<file path="config.mk">
export PLATFORM = sky130hd
export DESIGN_NAME = ncf_core
export DESIGN_NICKNAME = d
export VERILOG_FILES = /design/src/verilog/ncf_pkg.sv /design/src/verilog/ncf_core.sv
export VERILOG_INCLUDE_DIRS = /design/src /design/src/verilog
export SDC_FILE = /design/constraint.sdc
export NUM_CORES = 1
export LEC_CHECK = 0
export BUFFER_PORTS_ARGS = -buffer_cell sky130_fd_sc_hd__clkbuf_2
export CAP_MARGIN = 10
export CORE_MARGIN = 2
export CORE_UTILIZATION = 45
export DETAILED_ROUTE_END_ITERATION = 6
export GPL_TIMING_DRIVEN = 0
export MAX_ROUTING_LAYER = met4
export PLACE_DENSITY = 0.68
export SKIP_CTS_REPAIR_TIMING = 1
export SYNTH_ARGS = -nofsm -noshare
export SYNTH_HDL_FRONTEND = slang
export SYNTH_SLANG_ARGS = --single-unit
</file>
<file path="constraint.sdc">
create_clock -name clock -period 19.9 [get_ports clock]
set_clock_uncertainty 0.05 [all_clocks]
set_input_delay 5.97 -clock clock [delete_from_list [all_inputs] [get_ports clock]]
set_output_delay 5.97 -clock clock [all_outputs]
set_load 0.1 [all_outputs]
</file>
<file path="src/verilog/ncf_map.svh">
// offsets, field positions and reset values of the nibble datapath
`ifndef NCF_MAP_SVH
`define NCF_MAP_SVH
`define NCF_ADDR_TC1_LOW   8'h00_f4
`define NCF_ADDR_TC1_MID   8'h00_f5
`define NCF_ADDR_TC1_HIGH  8'h00_f6
`define NCF_ADDR_TC2_LOW   8'h00_f8
`define NCF_ADDR_TC2_MID   8'h00_f9
`define NCF_ADDR_TC2_HIGH  8'h00_fa
`define NCF_ADDR_TBL_LOW   8'h00_fc
`define NCF_ADDR_TBL_MID   8'h00_fd
`define NCF_ADDR_TBL_HIGH  8'h00_fe
`define NCF_ADDR_SPW       8'h00_ff
`define NCF_STACK_PREFIX   2'h3
`define NCF_STACK_SUFFIX   2'h0
`define NCF_RAM_FOLD_MASK  8'h00_7f
`define NCF_PORT_INPUT     5'h00
`define NCF_PORT_LATCH_LO  5'h01
`define NCF_PORT_LATCH_HI  5'h02
`define NCF_FLAG_CF_BIT    3
`define NCF_FLAG_ZF_BIT    2
`define NCF_FLAG_SF_BIT    1
`define NCF_FLAG_GF_BIT    0
`define NCF_FLAGS_RESET    4'h2
`define NCF_SPW_RESET      4'h0
`define NCF_NIBBLE_ZERO    4'h0
`endif

</file>
<file path="src/verilog/ncf_pkg.sv">
// types shared by the nibble datapath and its users
package ncf_pkg;
  typedef enum logic [4:0] {
    NCF_NOP, NCF_LD_IMM, NCF_LD_MEM, NCF_ST_MEM,
    NCF_ADD, NCF_ADD_WITH_CARRY_OP, NCF_SUBR, NCF_SUBTRACT_WITH_CARRY_OP,
    NCF_ROTL, NCF_ROTR, NCF_GF_SET, NCF_GF_CLR, NCF_GF_TEST,
    NCF_BRANCH, NCF_IN, NCF_OUT, NCF_RETURN
  } ncf_op_type;

  typedef struct packed {
    logic carry_flag_bit;
    logic zero_flag_bit;
    logic branch_status_bit;
    logic general_flag_bit;
  } ncf_flags_type;

  typedef struct packed {
    ncf_op_type op;
    logic [3:0] imm;
    logic [7:0] addr;
    logic [4:0] port;
  } ncf_cmd_type;
endpackage
</file>
<file path="src/verilog/ncf_core.sv">
// accumulator, alu, flags, special ram cells and port latches
`include "ncf_map.svh"

module ncf_core
  import ncf_pkg::*;
#(
  parameter bit HALF_RAM = 1'b0
) (
  // clock and reset
  input  wire logic          clock,
  input  wire logic          sys_rst,
  // instruction stream
  input  wire logic          cmd_valid,
  input  wire ncf_cmd_type   cmd,
  input  wire logic          irq_accept,
  // input port
  input  wire logic [3:0]    input_nibble_port,
  // state seen outside
  output logic      [3:0]    accumulator_reg,
  output ncf_flags_type      flags,
  output logic      [3:0]    output_latch_low,
  output logic      [3:0]    output_latch_high,
  output logic      [3:0]    read_data,
  output logic               branch_taken,
  output logic      [11:0]   table_pointer,
  output logic      [7:0]    stack_addr
);

  // folds the top address bit on the small variant
  function automatic logic [7:0] ram_index(input logic [7:0] a);
    ram_index = HALF_RAM ? (a & `NCF_RAM_FOLD_MASK) : a;
  endfunction

  function automatic logic is_zero(input logic [3:0] v);
    is_zero = (v == `NCF_NIBBLE_ZERO);
  endfunction

  // 256 nibbles; the level word cell lives in its own register
  logic [3:0]    ram [0:255];
  logic [3:0]    stack_level_word;
  logic [3:0]    next_spw;
  logic [3:0]    next_acc;
  ncf_flags_type next_flags;

  // command decode
  wire       run       = cmd_valid & ~irq_accept;
  wire       do_return = run & (cmd.op == NCF_RETURN);
  wire [7:0] mem_idx   = ram_index(cmd.addr);
  wire [7:0] spw_idx   = ram_index(`NCF_ADDR_SPW);
  wire       hit_spw   = (mem_idx == spw_idx);
  wire [3:0] mem_val   = hit_spw ? stack_level_word : ram[mem_idx];
  wire       mem_wr    = run & (cmd.op == NCF_ST_MEM);

  // stack slot: save uses the current level, restore the next
  wire [3:0] spw_up    = stack_level_word + 4'h1;
  wire [7:0] save_addr = {`NCF_STACK_PREFIX, stack_level_word,
                          `NCF_STACK_SUFFIX};
  wire [7:0] rest_addr = {`NCF_STACK_PREFIX, spw_up,
                          `NCF_STACK_SUFFIX};
  wire [3:0] rest_val  = ram[ram_index(rest_addr)];

  // alu: subtraction is memory plus inverted accumulator
  wire       cin_sub   = (cmd.op == NCF_SUBTRACT_WITH_CARRY_OP) ?
                         flags.carry_flag_bit : 1'b1;
  wire       cin_add   = (cmd.op == NCF_ADD_WITH_CARRY_OP) ?
                         flags.carry_flag_bit : 1'b0;
  wire [4:0] sum_add   = {1'b0, accumulator_reg} + {1'b0, mem_val}
                         + {4'h0, cin_add};
  wire [4:0] sum_sub   = {1'b0, mem_val} + {1'b0, ~accumulator_reg}
                         + {4'h0, cin_sub};

  // port decode, independent of memory addresses
  wire       prt_lo    = (cmd.port == `NCF_PORT_LATCH_LO);
  wire       prt_hi    = (cmd.port == `NCF_PORT_LATCH_HI);
  wire       prt_in    = (cmd.port == `NCF_PORT_INPUT);
  wire [3:0] port_val  = prt_in ? input_nibble_port :
                         prt_lo ? output_latch_low :
                         prt_hi ? output_latch_high :
                         `NCF_NIBBLE_ZERO;
  wire       out_lo    = run & (cmd.op == NCF_OUT) & prt_lo;
  wire       out_hi    = run & (cmd.op == NCF_OUT) & prt_hi;

  // next accumulator and flags; status defaults to one
  always_comb begin
    next_acc   = accumulator_reg;
    next_flags = flags;
    next_flags.branch_status_bit = 1'b1;
    if (irq_accept) begin
      next_flags.branch_status_bit = 1'b1;
    end else if (cmd_valid) begin
      case (cmd.op)
        NCF_LD_IMM: begin
          next_acc = cmd.imm;
          next_flags.zero_flag_bit = is_zero(cmd.imm);
        end
        NCF_LD_MEM: begin
          next_acc = mem_val;
          next_flags.zero_flag_bit = is_zero(mem_val);
        end
        NCF_IN: begin
          next_acc = port_val;
          next_flags.zero_flag_bit = is_zero(port_val);
        end
        NCF_ADD, NCF_ADD_WITH_CARRY_OP: begin
          next_acc = sum_add[3:0];
          next_flags.zero_flag_bit = is_zero(sum_add[3:0]);
          next_flags.branch_status_bit = ~sum_add[4];
          if (cmd.op == NCF_ADD_WITH_CARRY_OP) begin
            next_flags.carry_flag_bit = sum_add[4];
          end
        end
        NCF_SUBR, NCF_SUBTRACT_WITH_CARRY_OP: begin
          next_acc = sum_sub[3:0];
          next_flags.zero_flag_bit = is_zero(sum_sub[3:0]);
          next_flags.branch_status_bit = sum_sub[4];
          if (cmd.op == NCF_SUBTRACT_WITH_CARRY_OP) begin
            next_flags.carry_flag_bit = sum_sub[4];
          end
        end
        NCF_ROTL: begin
          next_acc = {accumulator_reg[2:0], flags.carry_flag_bit};
          next_flags.carry_flag_bit = accumulator_reg[3];
        end
        NCF_ROTR: begin
          next_acc = {flags.carry_flag_bit, accumulator_reg[3:1]};
          next_flags.carry_flag_bit = accumulator_reg[0];
        end
        NCF_GF_SET: next_flags.general_flag_bit = 1'b1;
        NCF_GF_CLR: next_flags.general_flag_bit = 1'b0;
        NCF_GF_TEST: begin
          next_flags.branch_status_bit = flags.general_flag_bit;
        end
        NCF_RETURN: next_flags = ncf_flags_type'(rest_val);
        default: next_acc = accumulator_reg;
      endcase
    end
  end

  // level word: down after a save, up before a restore
  always_comb begin
    next_spw = stack_level_word;
    if (irq_accept) begin
      next_spw = stack_level_word - 4'h1;
    end else if (do_return) begin
      next_spw = spw_up;
    end else if (mem_wr & hit_spw) begin
      next_spw = accumulator_reg;
    end
  end

  // ram cells: counters and table pointer are plain cells here
  always_ff @(posedge clock) begin
    if (irq_accept) begin
      ram[ram_index(save_addr)] <= flags;
    end else if (mem_wr & ~hit_spw) begin
      ram[mem_idx] <= accumulator_reg;
    end
  end

  // core registers; status starts at one
  always_ff @(posedge clock) begin
    if (sys_rst) begin
      accumulator_reg <= `NCF_NIBBLE_ZERO;
      flags           <= ncf_flags_type'(`NCF_FLAGS_RESET);
      stack_level_word             <= `NCF_SPW_RESET;
    end else begin
      accumulator_reg <= next_acc;
      flags           <= next_flags;
      stack_level_word             <= next_spw;
    end
  end

  // branch decision uses status as left by the previous op
  always_ff @(posedge clock) begin
    if (sys_rst) begin
      branch_taken <= 1'b0;
    end else begin
      branch_taken <= run & (cmd.op == NCF_BRANCH) &
                      flags.branch_status_bit;
    end
  end

  // output latches hold until rewritten
  always_ff @(posedge clock) begin
    if (sys_rst) begin
      output_latch_low  <= `NCF_NIBBLE_ZERO;
      output_latch_high <= `NCF_NIBBLE_ZERO;
    end else begin
      if (out_lo) output_latch_low <= accumulator_reg;
      if (out_hi) output_latch_high <= accumulator_reg;
    end
  end

  // read-back: memory on loads, port value on inputs
  always_ff @(posedge clock) begin
    if (sys_rst) begin
      read_data <= `NCF_NIBBLE_ZERO;
    end else if (run & (cmd.op == NCF_LD_MEM)) begin
      read_data <= mem_val;
    end else if (run & (cmd.op == NCF_IN)) begin
      read_data <= port_val;
    end
  end

  // table pointer one cycle behind the cells, stack address in step with the level word;
  // table cells are unknown until software loads them
  always_ff @(posedge clock) begin
    if (sys_rst) begin
      table_pointer <= 12'h000;
      stack_addr    <= 8'h00;
    end else begin
      table_pointer <= {ram[ram_index(`NCF_ADDR_TBL_HIGH)],
                        ram[ram_index(`NCF_ADDR_TBL_MID)],
                        ram[ram_index(`NCF_ADDR_TBL_LOW)]};
      stack_addr    <= {`NCF_STACK_PREFIX, next_spw,
                        `NCF_STACK_SUFFIX};
    end
  end

  // checks
  spw_save_a: assert property (@(posedge clock)
    disable iff (sys_rst)
    irq_accept |=> stack_level_word == $past(stack_level_word) - 4'h1)
    else $error("level word not lowered after save");
  spw_restore_a: assert property (@(posedge clock)
    disable iff (sys_rst)
    do_return |=> stack_level_word == $past(stack_level_word) + 4'h1)
    else $error("level word not raised on restore");
  sf_irq_a: assert property (@(posedge clock)
    disable iff (sys_rst)
    irq_accept |=> flags.branch_status_bit)
    else $error("status not forced after interrupt");
  zero_load_a: assert property (@(posedge clock)
    disable iff (sys_rst)
    run && cmd.op inside {NCF_LD_IMM, NCF_ADD, NCF_SUBR}
    |=> flags.zero_flag_bit == (accumulator_reg == 4'h0))
    else $error("zero flag disagrees with accumulator");
  sub_carry_a: assert property (@(posedge clock)
    disable iff (sys_rst)
    run && cmd.op == NCF_SUBTRACT_WITH_CARRY_OP && flags.carry_flag_bit
    |=> flags.carry_flag_bit == ($past(mem_val) >= $past(accumulator_reg)))
    else $error("carry is not no-borrow");
  branch_gate_a: assert property (@(posedge clock)
    disable iff (sys_rst)
    run && cmd.op == NCF_BRANCH
    |=> branch_taken == $past(flags.branch_status_bit))
    else $error("branch ignored status");
  latch_low_a: assert property (@(posedge clock)
    disable iff (sys_rst)
    out_lo |=> output_latch_low == $past(accumulator_reg)
    ##1 (!$past(out_lo) || output_latch_low == $past(output_latch_low)))
    else $error("output latch low wrong");
  gf_hold_a: assert property (@(posedge clock)
    disable iff (sys_rst)
    run && !(cmd.op inside {NCF_GF_SET, NCF_GF_CLR, NCF_RETURN})
    |=> $stable(flags.general_flag_bit))
    else $error("general flag changed unasked");
  flag_restore_a: assert property (@(posedge clock)
    disable iff (sys_rst)
    irq_accept ##1 (run && cmd.op == NCF_RETURN)
    |=> flags == $past(flags, 2))
    else $error("flags not restored on return");

endmodule

</file>
== After elaboration in Yosys (flattened, before gate mapping) ==
Memory sizes are Yosys's and may differ from the RTL's. A register that Yosys moved wholly into a read port is not among the register bits.
Cells that the tools add are included.

* Register bits: 29
* Memory bits (writable): 1,024
* Input bits: 30
* Output and inout port bits: 41
* Memories kept: 1

* $add $sub $neg: 6
* Eq/ne operators: 21
* Muxes and demuxes: 27
* Bitwise operators: 17
* Reduce and logical (&&, ||, !) cells: 19

{| class="wikitable"
|+ Memories
! name !! depth !! width !! read ports !! clocked after memory_dff !! wr ports !! RTL line !! text
|-
| ram || 256 || 4 || 5 || 3 || 1 || ncf_core.sv:39 || <nowiki>logic [3:0] ram [0:255];</nowiki>
|}

{| class="wikitable"
|+ Operators by type and width
! kind !! number
|-
| $eq A5 B4 Y1 const B || 8
|-
| $mux W4 || 10
|-
| $pmux W4 S7 || 1
|-
| $eq A5 B3 Y1 const B || 4
|-
| $logic_not A4 Y1 || 5
|-
| $mux W8 || 2
|-
| $eq A5 B2 Y1 const B || 3
|-
| $and A1 B1 Y1 || 12
|-
| $add A4 B4 Y5 || 2
|-
| $add A5 B1 Y5 || 2
|-
| $eq A5 B1 Y1 const B || 2
|-
| $mux W1 || 10
|-
| $reduce_and A3 Y1 || 3
|-
| $eq A8 B8 Y1 const B || 1
|-
| $reduce_bool A7 Y1 || 1
|-
| $pmux W1 S6 || 1
|-
| $reduce_bool A6 Y1 || 1
|-
| $eq A5 B5 Y1 const B || 1
|-
| $logic_not A5 Y1 || 1
|-
| $pmux W1 S5 || 1
|-
| $reduce_and A5 Y1 || 1
|-
| $reduce_bool A5 Y1 || 1
|-
| $add A4 B1 Y4 const B || 1
|-
| $ne A2 B2 Y1 const B || 2
|-
| other kinds (10) || 14
|}

== Logic depth before layout (Yosys ltp) ==
Gate-level depths: netlist (run 1).

* Depth in word-level cells: 9
* Depth in mapped cells: 21
* Gate-level depth less buffers: 17

== Worst setup path after synthesis (run 1) ==
No wires, ideal clock.

* Path type: input -> register
* From: input port cmd[19] (netlist bit)
* To: memory ram[0][0], data pin
* Library setup time: 2,188 ps
* Data arrival time: 17,027 ps
* Setup slack: 635 ps
* Stages: 6
* Buffers on the path: 2
* Cell sequence: clkbuf_1 > nor2_1 > nor4b_1 > nand2_1 > clkbuf_1 > o21ai_0

* Word-level cells in the longest chain between the ends: 8

{| class="wikitable"
|+ RTL lines
! element !! RTL line !! text
|-
| from (decl) || ncf_core.sv:14 || <nowiki>input wire ncf_cmd_type cmd,</nowiki>
|-
| $eq A5 B2 Y1 || ncf_core.sv:52 || <nowiki>wire mem_wr = run & (cmd.op == NCF_ST_MEM);</nowiki>
|-
| $and A1 B1 Y1 || ncf_core.sv:52 ||
|-
| $and A1 B1 Y1 || ncf_core.sv:155 || <nowiki>end else if (mem_wr & ~hit_spw) begin</nowiki>
|-
| $mux W1 || ncf_core.sv:155 ||
|-
| $mux W1 || ncf_core.sv:153 || <nowiki>if (irq_accept) begin</nowiki>
|-
| $mux W1 (not written as such) || ncf_core.sv:156 || <nowiki>ram[mem_idx] <= accumulator_reg;</nowiki>
|-
| $reduce_or A4 Y1 (no line) || -- ||
|-
| $mux W4 (no line) || -- ||
|-
| to (decl) || ncf_core.sv:39 ||
|}

No other way between the ends.

== Final worst setup path (run 1) ==
* From: input port cmd[6] (netlist bit)
* To: register flags[2] (netlist bit)

* Word-level cells in the longest chain between the ends: 6
* Elaborated cells on any way between the ends: 11
* Classes of those cells: 4 x add/sub; 1 x eq/ne; 2 x mux; 3 x reduce/logical; 1 x memory

{| class="wikitable"
|+ RTL lines
! element !! RTL line !! text
|-
| $mem_v2 Z256 W4 / $eq A8 B8 Y1 (equally long branches) || -- ||
|-
| $mux W4 (*) || ncf_core.sv:51 || <nowiki>wire [3:0] mem_val = hit_spw ? stack_level_word : ram[mem_idx];</nowiki>
|-
| $add A4 B4 Y5 (on tied branches) || ncf_core.sv:69, ncf_core.sv:67 ||
|-
| $add A5 B1 Y5 (on tied branches) || ncf_core.sv:70, ncf_core.sv:68 ||
|-
| $logic_not A4 Y1 (no line) || -- ||
|-
| $pmux W1 S6 (*) || ncf_core.sv:91 || <nowiki>case (cmd.op)</nowiki>
|-
| to (signal assigned) || ncf_core.sv:164 || <nowiki>flags <= ncf_flags_type'(`NCF_FLAGS_RESET);</nowiki>
|-
| to (signal assigned) || ncf_core.sv:168 || <nowiki>flags <= next_flags;</nowiki>
|-
| to (decl) || ncf_core.sv:20 || <nowiki>output ncf_flags_type flags,</nowiki>
|}

Every way passes the cells marked *; elsewhere a longest branch is shown, timed or not.
A chain may end at the register's enable or synchronous reset.

==> results of run 1 <==
==> worst max path at each step <==
stage / from / endpoint / slack, ns / cells past startpoint
after floorplan: cmd[19] / ram[0][0] / 0.63 / 6
after global placement: cmd[19] / ram[112][0] / -10.72 / 6
after detailed placement: cmd[6] / flags[2] / 7.64 / 20
after CTS: cmd[6] / flags[2] / 8.33 / 20
after global routing: cmd[6] / flags[2] / 8.05 / 20
final: cmd[6] / flags[2] / 7.91 / 20
==> synth_stat cells (20+ instances only) <==
master                     count
sky130_fd_sc_hd__a21oi_1      33
sky130_fd_sc_hd__a22oi_1      42
sky130_fd_sc_hd__buf_2        26
sky130_fd_sc_hd__buf_4        20
sky130_fd_sc_hd__clkbuf_1     88
sky130_fd_sc_hd__dfxtp_1      38
sky130_fd_sc_hd__edfxtp_1   1024
sky130_fd_sc_hd__mux2i_1     100
sky130_fd_sc_hd__mux4_2      261
sky130_fd_sc_hd__nand2_1      81
sky130_fd_sc_hd__nand3_1      27
sky130_fd_sc_hd__nor2_1      313
sky130_fd_sc_hd__nor2b_1      31
sky130_fd_sc_hd__o21ai_0      42
==> metal layers <==
| metal | vias up | wire length [um] | GRT usage, % |
|---|---|---|---|
| met5 | - | 0 | - |
| met4 | 0 | 10200 | 17.1 |
| met3 | 528 | 19900 | 9.50 |
| met2 | 2251 | 65800 | 44.4 |
| met1 | 13402 | 51100 | 37.8 |
| li1 | 10148 | - | - |
==> per-stage QoR <==
stage | instance area, sq um | std cells
final | 49900 | 3992
after global routing | 49900 | 3990
after CTS | 49800 | 3981
after detailed placement | 46400 | 3785
after global placement | 45600 | 3747
after floorplan | 43700 | 2407
==> power breakdown <==
part / total [mW] / internal (mW) / switching (mW)
logic: 0.310 / 0.0923 / 0.217
clock network: 1.98 / 1.12 / 0.863
registers: 2.44 / 2.43 / 0.00511
total: 4.73 / 3.64 / 1.09
==> kinds of logic after synthesis <==
| family | Yosys count | synth area share [%] |
|---|---|---|
| other | 1 | 0.00859 |
| and+or+nand+nor | 527 | 5.23 |
| buffers and inverters | 178 | 2.09 |
| muxes | 370 | 16.0 |
| xor gates and xnor gates | 6 | 0.120 |
| AOI/OAI and AO/OA | 245 | 3.97 |
| adders and majority gates | 13 | 0.441 |
| DFF | 1062 | 72.2 |
==> layout make-up <==
type,instances,area share [%]
clock buffer,130,5.62
inverter,21,0.158
multi-input combinational,1167,22.7
timing repair buffer,106,2.27
tap,1276,3.20
antenna,7,0.0351
sequential,1062,63.2
buffer,157,1.69
clock inverter,66,1.19
==> critical path, stage by stage <==
cell                        delay [ns]
sky130_fd_sc_hd__buf_2            0.25
sky130_fd_sc_hd__buf_2            0.39
sky130_fd_sc_hd__buf_2            0.67
sky130_fd_sc_hd__buf_2            0.71
sky130_fd_sc_hd__nor3_1           0.27
sky130_fd_sc_hd__a221oi_1         0.62
sky130_fd_sc_hd__o21ai_0          0.21
sky130_fd_sc_hd__nand2_1          0.22
sky130_fd_sc_hd__nand4_1          0.33
sky130_fd_sc_hd__a2111oi_2        0.75
sky130_fd_sc_hd__or2_4            0.29
sky130_fd_sc_hd__inv_1            0.09
sky130_fd_sc_hd__ha_1             0.29
sky130_fd_sc_hd__a21o_1           0.16
sky130_fd_sc_hd__a21oi_1          0.18
sky130_fd_sc_hd__xor2_1           0.09
sky130_fd_sc_hd__and3_1           0.16
sky130_fd_sc_hd__o21ai_0          0.40
sky130_fd_sc_hd__a41oi_1          0.18
sky130_fd_sc_hd__a41o_1           0.23
==> PnR_summary.wiki, run 1 <==
{| class="wikitable"
! Metric !! Value
|-
| I/O pin total || approximately 70
|-
| Flip-flop and latch area || 31500 sq um
|-
| Req. time, crit path || a little over 20 ns
|-
| Fraction of layout cells with a size suffix above 1 || 22.9%
|-
| Initial antenna violation count || 6
|-
| CTS buffer count || about 110
|-
| Vertical die dimension || 316 um
|-
| Yosys cell types || 78
|-
| Sum of negative setup slack || 0 ns
|-
| Synth Flop Type || sky130_fd_sc_hd__edfxtp_1
|-
| Worst Path Class, Setup || in -> reg
|-
| Grt total ovfl || 0
|-
| Total leakage power || 15.2 nW
|-
| Final slew viol count || 11
|-
| Reg clk slew, reported paths || 0.06 ns
|-
| Share of the core filled with cells || 51.7%
|-
| Final Total Pwr || 4.73 mW
|-
| Worst slack at placement || approximately 7.6 ns
|-
| Minimum clock period after layout || 11.99 ns
|-
| Starting Density || 45.3%
|-
| Post-detailed-route via-to-cell ratio || 6.60
|-
| Detailed-route wire length per cell || ~37 um
|-
| Synthesized instance count || 2402
|-
| Synthesized flop and latch total || 1062
|-
| Initial drt markers || slightly below 5000
|-
| Result of the run || finished, violations left
|-
| Maximum number of pins on one net before global-route repair || 46
|-
| Flop-to-flop setup slack || 14.68 ns
|-
| Power density over cell area || 94.7 nW/um^2
|-
| Cell taking the most area after synthesis || sky130_fd_sc_hd__edfxtp_1
|-
| Total routing resource utilization after global routing || 30.4%
|-
| WHS Path Cells || 2
|-
| Final setup violation count || 0
|-
| Total DRC errors in the routed layout || 2
|-
| Number of global-route vias before repair || 25380
|-
| Maximum clock rate || 0.0834 GHz
|-
| Count of standard-cell rows || between 100 and 150
|-
| Count of flip-flops with a built-in enable after synthesis || 1024
|-
| Synth area leaders || sky130_fd_sc_hd__edfxtp_1, sky130_fd_sc_hd__mux4_2, sky130_fd_sc_hd__nor2_1, sky130_fd_sc_hd__mux2i_1, sky130_fd_sc_hd__dfxtp_1
|-
| Netlist area before placement || around 44000 sq um
|-
| RSZ-0062 raised after global routing || false
|-
| FF-to-FF path depth || 16
|-
| Clock latency on the worst-skew pair || roughly 0.7 ns
|-
| Peak fanout along the critical path || 10
|-
| Arrival time reported for the critical path endpoint || 12.52 ns
|-
| Total of buffers placed on input and output ports || 64
|-
| Transition time of the tightest slew-check pin || 1.55 ns
|-
| Die Outline Area || 99500 sq um
|-
| Biggest register || ram
|-
| Library cell used as clock root buffer || sky130_fd_sc_hd__clkbuf_16
|-
| Largest registers ranked by flip-flop count || ram x1024, table_pointer x12
|-
| Fraction of post-synthesis cell area in the top cell type by area || 70.4%
|-
| Routability cong. || a little under 1
|-
| Area of the core || 96400 sq um
|-
| Avg Cell Area, Syn || between 15 and 20 sq um
|-
| Violations in the final reports || DRC, capacitance limit, slew limit
|-
| Number of flip-flops under the largest register name || around 1000
|-
| Maximum Capacitance Violations || 1
|-
| TritonCTS clock tree || built
|-
| Post-route worst setup slack || 7.91 ns
|-
| Synth warnings || 0
|-
| End of the worst register-to-register path || flags[2]
|-
| Half-perimeter wire length after detailed placement || 99100 um
|-
| Maximum vdd drop || slightly below 70 uV
|-
| Final hold viol count || 0
|-
| Number of nets at the end of the flow || 2664
|-
| Number of H-tree levels || 3
|-
| CTS Sinks || 1062
|-
| Floorplan die width || 316 um
|-
| DR pass1 iterations || 7
|-
| Combined area of the multi-input logic cells || 11300 sq um
|-
| Max_slew headroom || -3.24%
|-
| Wire length of the first global-routing pass || 201000 um
|-
| Area Overhead vs Synth || 14.3%
|-
| Number of buffers on the longest clock path || 3
|-
| Kind of path behind the tightest hold check || reg -> reg
|-
| Async set-reset flop share out of synthesis || 0%
|-
| Number of vias after detailed routing || between 20000 and 30000
|-
| Critical path startpoint category || primary input
|-
| Worst Hold Margin || 0.442 ns
|-
| Routed WL || 147000 um
|-
| Launch point of the worst reg-to-reg path || ram[23][1]
|-
| Fraction of the cycle the final worst path needs || 60.3%
|-
| Share of synthesized area occupied by flip-flops and latches || 72.2%
|-
| Hold worst-path end || read_data[0]
|-
| FILL cells || 7668
|-
| Startpoint of the tightest hold check path || read_data[0]
|-
| Leading cell types in the layout, fill and taps excluded || sky130_fd_sc_hd__edfxtp_1, sky130_fd_sc_hd__nor2_1, sky130_fd_sc_hd__mux4_2, sky130_fd_sc_hd__clkbuf_16, sky130_fd_sc_hd__mux2i_1
|-
| Most common library cell in the layout ignoring fill and taps || sky130_fd_sc_hd__edfxtp_1
|-
| Type of destination of the critical path || register
|-
| Residual antenna-violating net count after detailed routing || 0
|}
(Power assumes the default switching activity.)
==> run 2, diff against run 1 <==
PLACE_DENSITY = 0.65   (was 0.68)
clock period = 11.2 ns   (was 19.9 ns; I/O delays follow)
==> PnR_summary.wiki, run 2 (synthesis gave the netlist of run 1 again) <==
{| class="wikitable"
! Metric !! Value
|-
| Area Overhead vs Synth || 14.7%
|-
| Vertical die dimension || 316 um (unchanged)
|-
| Starting Density || 45.3% (unchanged)
|-
| Count of standard-cell rows || 114 (unchanged)
|-
| Startpoint of the tightest hold check path || ram[254][2]
|-
| Worst Hold Margin || 0.438 ns (-0.00373 ns)
|-
| Number of buffers on the longest clock path || 3 (unchanged)
|-
| Switching power || 1.95 mW (+79%)
|-
| Total of buffers placed on input and output ports || 64 (unchanged)
|-
| Internal power consumption || 6.62 mW (+82%)
|-
| Max_slew headroom || 2.03% (+5.3 points)
|-
| I/O pin total || 71 (unchanged)
|-
| Total routing resource utilization after global routing || 30.4% (-0.069 points)
|-
| Fraction of the cycle the final worst path needs || 82.6%
|-
| Final hold viol count || 0 (unchanged)
|-
| Floorplan die width || 316 um (unchanged)
|-
| Part of the total power dissipated in combinational logic || 6.4% (-0.2 points)
|-
| RSZ-0062 raised after global routing || false
|-
| Type of destination of the critical path || register
|-
| Grt total ovfl || 0 (unchanged)
|-
| Largest registers ranked by flip-flop count || ram x1024, table_pointer x12
|-
| Clock latency on the worst-skew pair || 0.70 ns (about the same)
|-
| Kind of path behind the tightest hold check || reg -> reg
|-
| Wire length of the first global-routing pass || 201000 um (about the same)
|-
| Power density over cell area || 171 nW/um^2 (+81%)
|-
| DR pass1 iterations || 7 (unchanged)
|-
| Final setup violation count || 0 (unchanged)
|-
| Routed length on met1 || 51700 um (+1.3%)
|-
| Critical path startpoint category || primary input
|-
| TritonCTS clock tree || built
|-
| Die Outline Area || 99500 sq um (unchanged)
|-
| Number of nets at the end of the flow || 2668 (+0.15%)
|-
| Number of vias after detailed routing || 26157 (-0.65%)
|-
| Total length of routed met2 wires || 66900 um (+1.6%)
|-
| Count of non-filler cells in the finished layout || 3998 (+0.15%)
|-
| Clock network fraction of design power || 43.1% (+1.2 points)
|-
| Reg clk slew, reported paths || 0.06 ns (about the same)
|-
| Detailed-route wire length per cell || 36.6 um (-0.46%)
|-
| Maximum clock rate || roughly 0.11 GHz
|-
| Initial drt markers || 4487 (-7.9%)
|-
| Half-perimeter wire length after detailed placement || 100000 um (+0.88%)
|-
| Routed WL || 146000 um (-0.31%)
|-
| Combined area of the multi-input logic cells || 11300 sq um (+0.12%)
|-
| Maximum number of pins on one net before global-route repair || 46 (unchanged)
|-
| Number of H-tree levels || 3 (unchanged)
|-
| CTS buffer count || 108 (+1.9%)
|-
| Total leakage power || 15.3 nW (+0.62%)
|-
| Number of flip-flops under the largest register name || 1024 (unchanged)
|-
| Maximum Capacitance Violations || 0 (-1)
|-
| Share of total power consumed by net switching || 22.7% (-0.24 points)
|-
| Leading cell types in the layout, fill and taps excluded || sky130_fd_sc_hd__edfxtp_1, sky130_fd_sc_hd__nor2_1, sky130_fd_sc_hd__mux4_2, sky130_fd_sc_hd__clkbuf_16, sky130_fd_sc_hd__mux2i_1
|-
| Violations in the final reports || DRC
|-
| Transition time of the tightest slew-check pin || 1.47 ns (-0.0790 ns)
|-
| Req. time, crit path || 11.75 ns (-8.68 ns)
|-
| Biggest register || ram
|-
| Top routing layer in use || met4
|-
| Residual antenna-violating net count after detailed routing || 0 (unchanged)
|-
| CTS Sinks || 1062 (unchanged)
|-
| Result of the run || finished, violations left
|-
| Launch point of the worst reg-to-reg path || ram[114][0]
|-
| Arrival time reported for the critical path endpoint || 9.80 ns (-2.72 ns)
|-
| Minimum clock period after layout || 9.25 ns
|-
| Part of the power in registers || 50.5% (-1.0 points)
|-
| Initial antenna violation count || 4 (-2)
|-
| Most common library cell in the layout ignoring fill and taps || sky130_fd_sc_hd__edfxtp_1
|-
| Fraction of layout cells with a size suffix above 1 || 23.2% (+0.25 points)
|-
| Peak fanout along the critical path || 10 (unchanged)
|-
| Cell Count Post-Placement || 3787 (+0.053%)
|-
| Worst Path Class, Setup || in -> reg
|-
| Flip-flop and latch area || 31500 sq um (unchanged)
|-
| Library cell used as clock root buffer || sky130_fd_sc_hd__clkbuf_16
|-
| Routability cong. || 1.01 (+2.2%)
|-
| Post-detailed-route via-to-cell ratio || 6.54 (-0.80%)
|-
| FILL cells || 7746 (+1.0%)
|-
| Met3 WL post-DR || 19300 um (-3.1%)
|-
| Total DRC errors in the routed layout || 6 (+4)
|-
| Area of the core || 96400 sq um (unchanged)
|-
| Critical path startpoint || cmd[6]
|-
| Final slew viol count || 0 (-11)
|-
| Maximum vdd drop || 119 uV (+77%)
|-
| Number of global-route vias before repair || 25354 (-0.10%)
|}
==> run 2: cell count changes in the layout (fill, tap and decap cells not counted), sizes merged <==
cell	delta
clkinv	+3
diode	-4
bufinv	+6
buf	+2
clkbuf	-1
==> run 2: per-stage QoR <==
step | util [%] | instance area [sq um] | setup TNS (ns) | worst slack, ns | power (mW)
2_1_floorplan | - | 43700 | -1106.06 | -1.08 | 4.72
3_3_place_gp | 47.3 | 45600 | -8526.98 | -8.53 | 4.94
3_5_place_dp | 48.2 | 46400 | 0 | 1.71 | 4.94
4_1_cts | 51.9 | 50000 | 0 | 2.41 | 8.55
5_1_grt | 51.9 | 50100 | 0 | 1.97 | 8.71
6_report | 51.9 | 50100 | 0 | 1.95 | 8.56
==> run 2: cell type report <==
cell class / count / area share [%]
Buffer: 157 / 1.69
Clock inverter: 75 / 1.55
Clock buffer: 129 / 5.62
Antenna cell: 3 / 0.0150
Inverter: 21 / 0.157
Sequential cell: 1062 / 62.9
Timing Repair Buffer: 108 / 2.24
Tap cell: 1276 / 3.19
Multi-Input combinational cell: 1167 / 22.6
==> run 2: power by group through the flow <==
stage / sequential, mW / combinational [mW] / clock, mW
floorplan: 4.45 / 0.271 / 0
global placement: 4.43 / 0.507 / 0
detailed placement: 4.41 / 0.525 / 0
CTS: 4.33 / 0.527 / 3.69
global route: 4.33 / 0.550 / 3.84
finish: 4.33 / 0.545 / 3.69
==> run 2: worst paths after layout <==
check | to | slack, ns | cells past startpoint
worst max-delay path | accumulator_reg[1] | 1.95 | 19
worst min-delay path | table_pointer[10] | 0.44 | 1
worst max register to register | accumulator_reg[1] | 6.03 | 16
worst min register to register | table_pointer[10] | 0.44 | 1
==> run 2: per-layer routing <==
layer  vias to the layer above  track usage [%]
met4                         0             14.5
met1                     13504             38.2
met5                         -                -
met2                      2078             45.4
li1                      10134                -
met3                       441             9.02
==> run 2: worst max-delay path, cell delays in order <==
cell and delay, ns:
sky130_fd_sc_hd__buf_2 0.31, sky130_fd_sc_hd__buf_2 0.45, sky130_fd_sc_hd__nor2b_1 0.32, sky130_fd_sc_hd__clkbuf_1 0.97
sky130_fd_sc_hd__a22oi_1 0.23, sky130_fd_sc_hd__o211a_1 0.23, sky130_fd_sc_hd__nor4_1 0.86, sky130_fd_sc_hd__a221oi_1 0.37
sky130_fd_sc_hd__a311oi_2 0.85, sky130_fd_sc_hd__fa_1 0.31, sky130_fd_sc_hd__inv_1 0.07, sky130_fd_sc_hd__fa_1 0.53
sky130_fd_sc_hd__nand2_1 0.06, sky130_fd_sc_hd__o21ai_0 0.11, sky130_fd_sc_hd__a21oi_1 0.10, sky130_fd_sc_hd__a211oi_1 0.30
sky130_fd_sc_hd__a21oi_1 0.07, sky130_fd_sc_hd__o32a_1 0.20, sky130_fd_sc_hd__o31ai_1 0.06
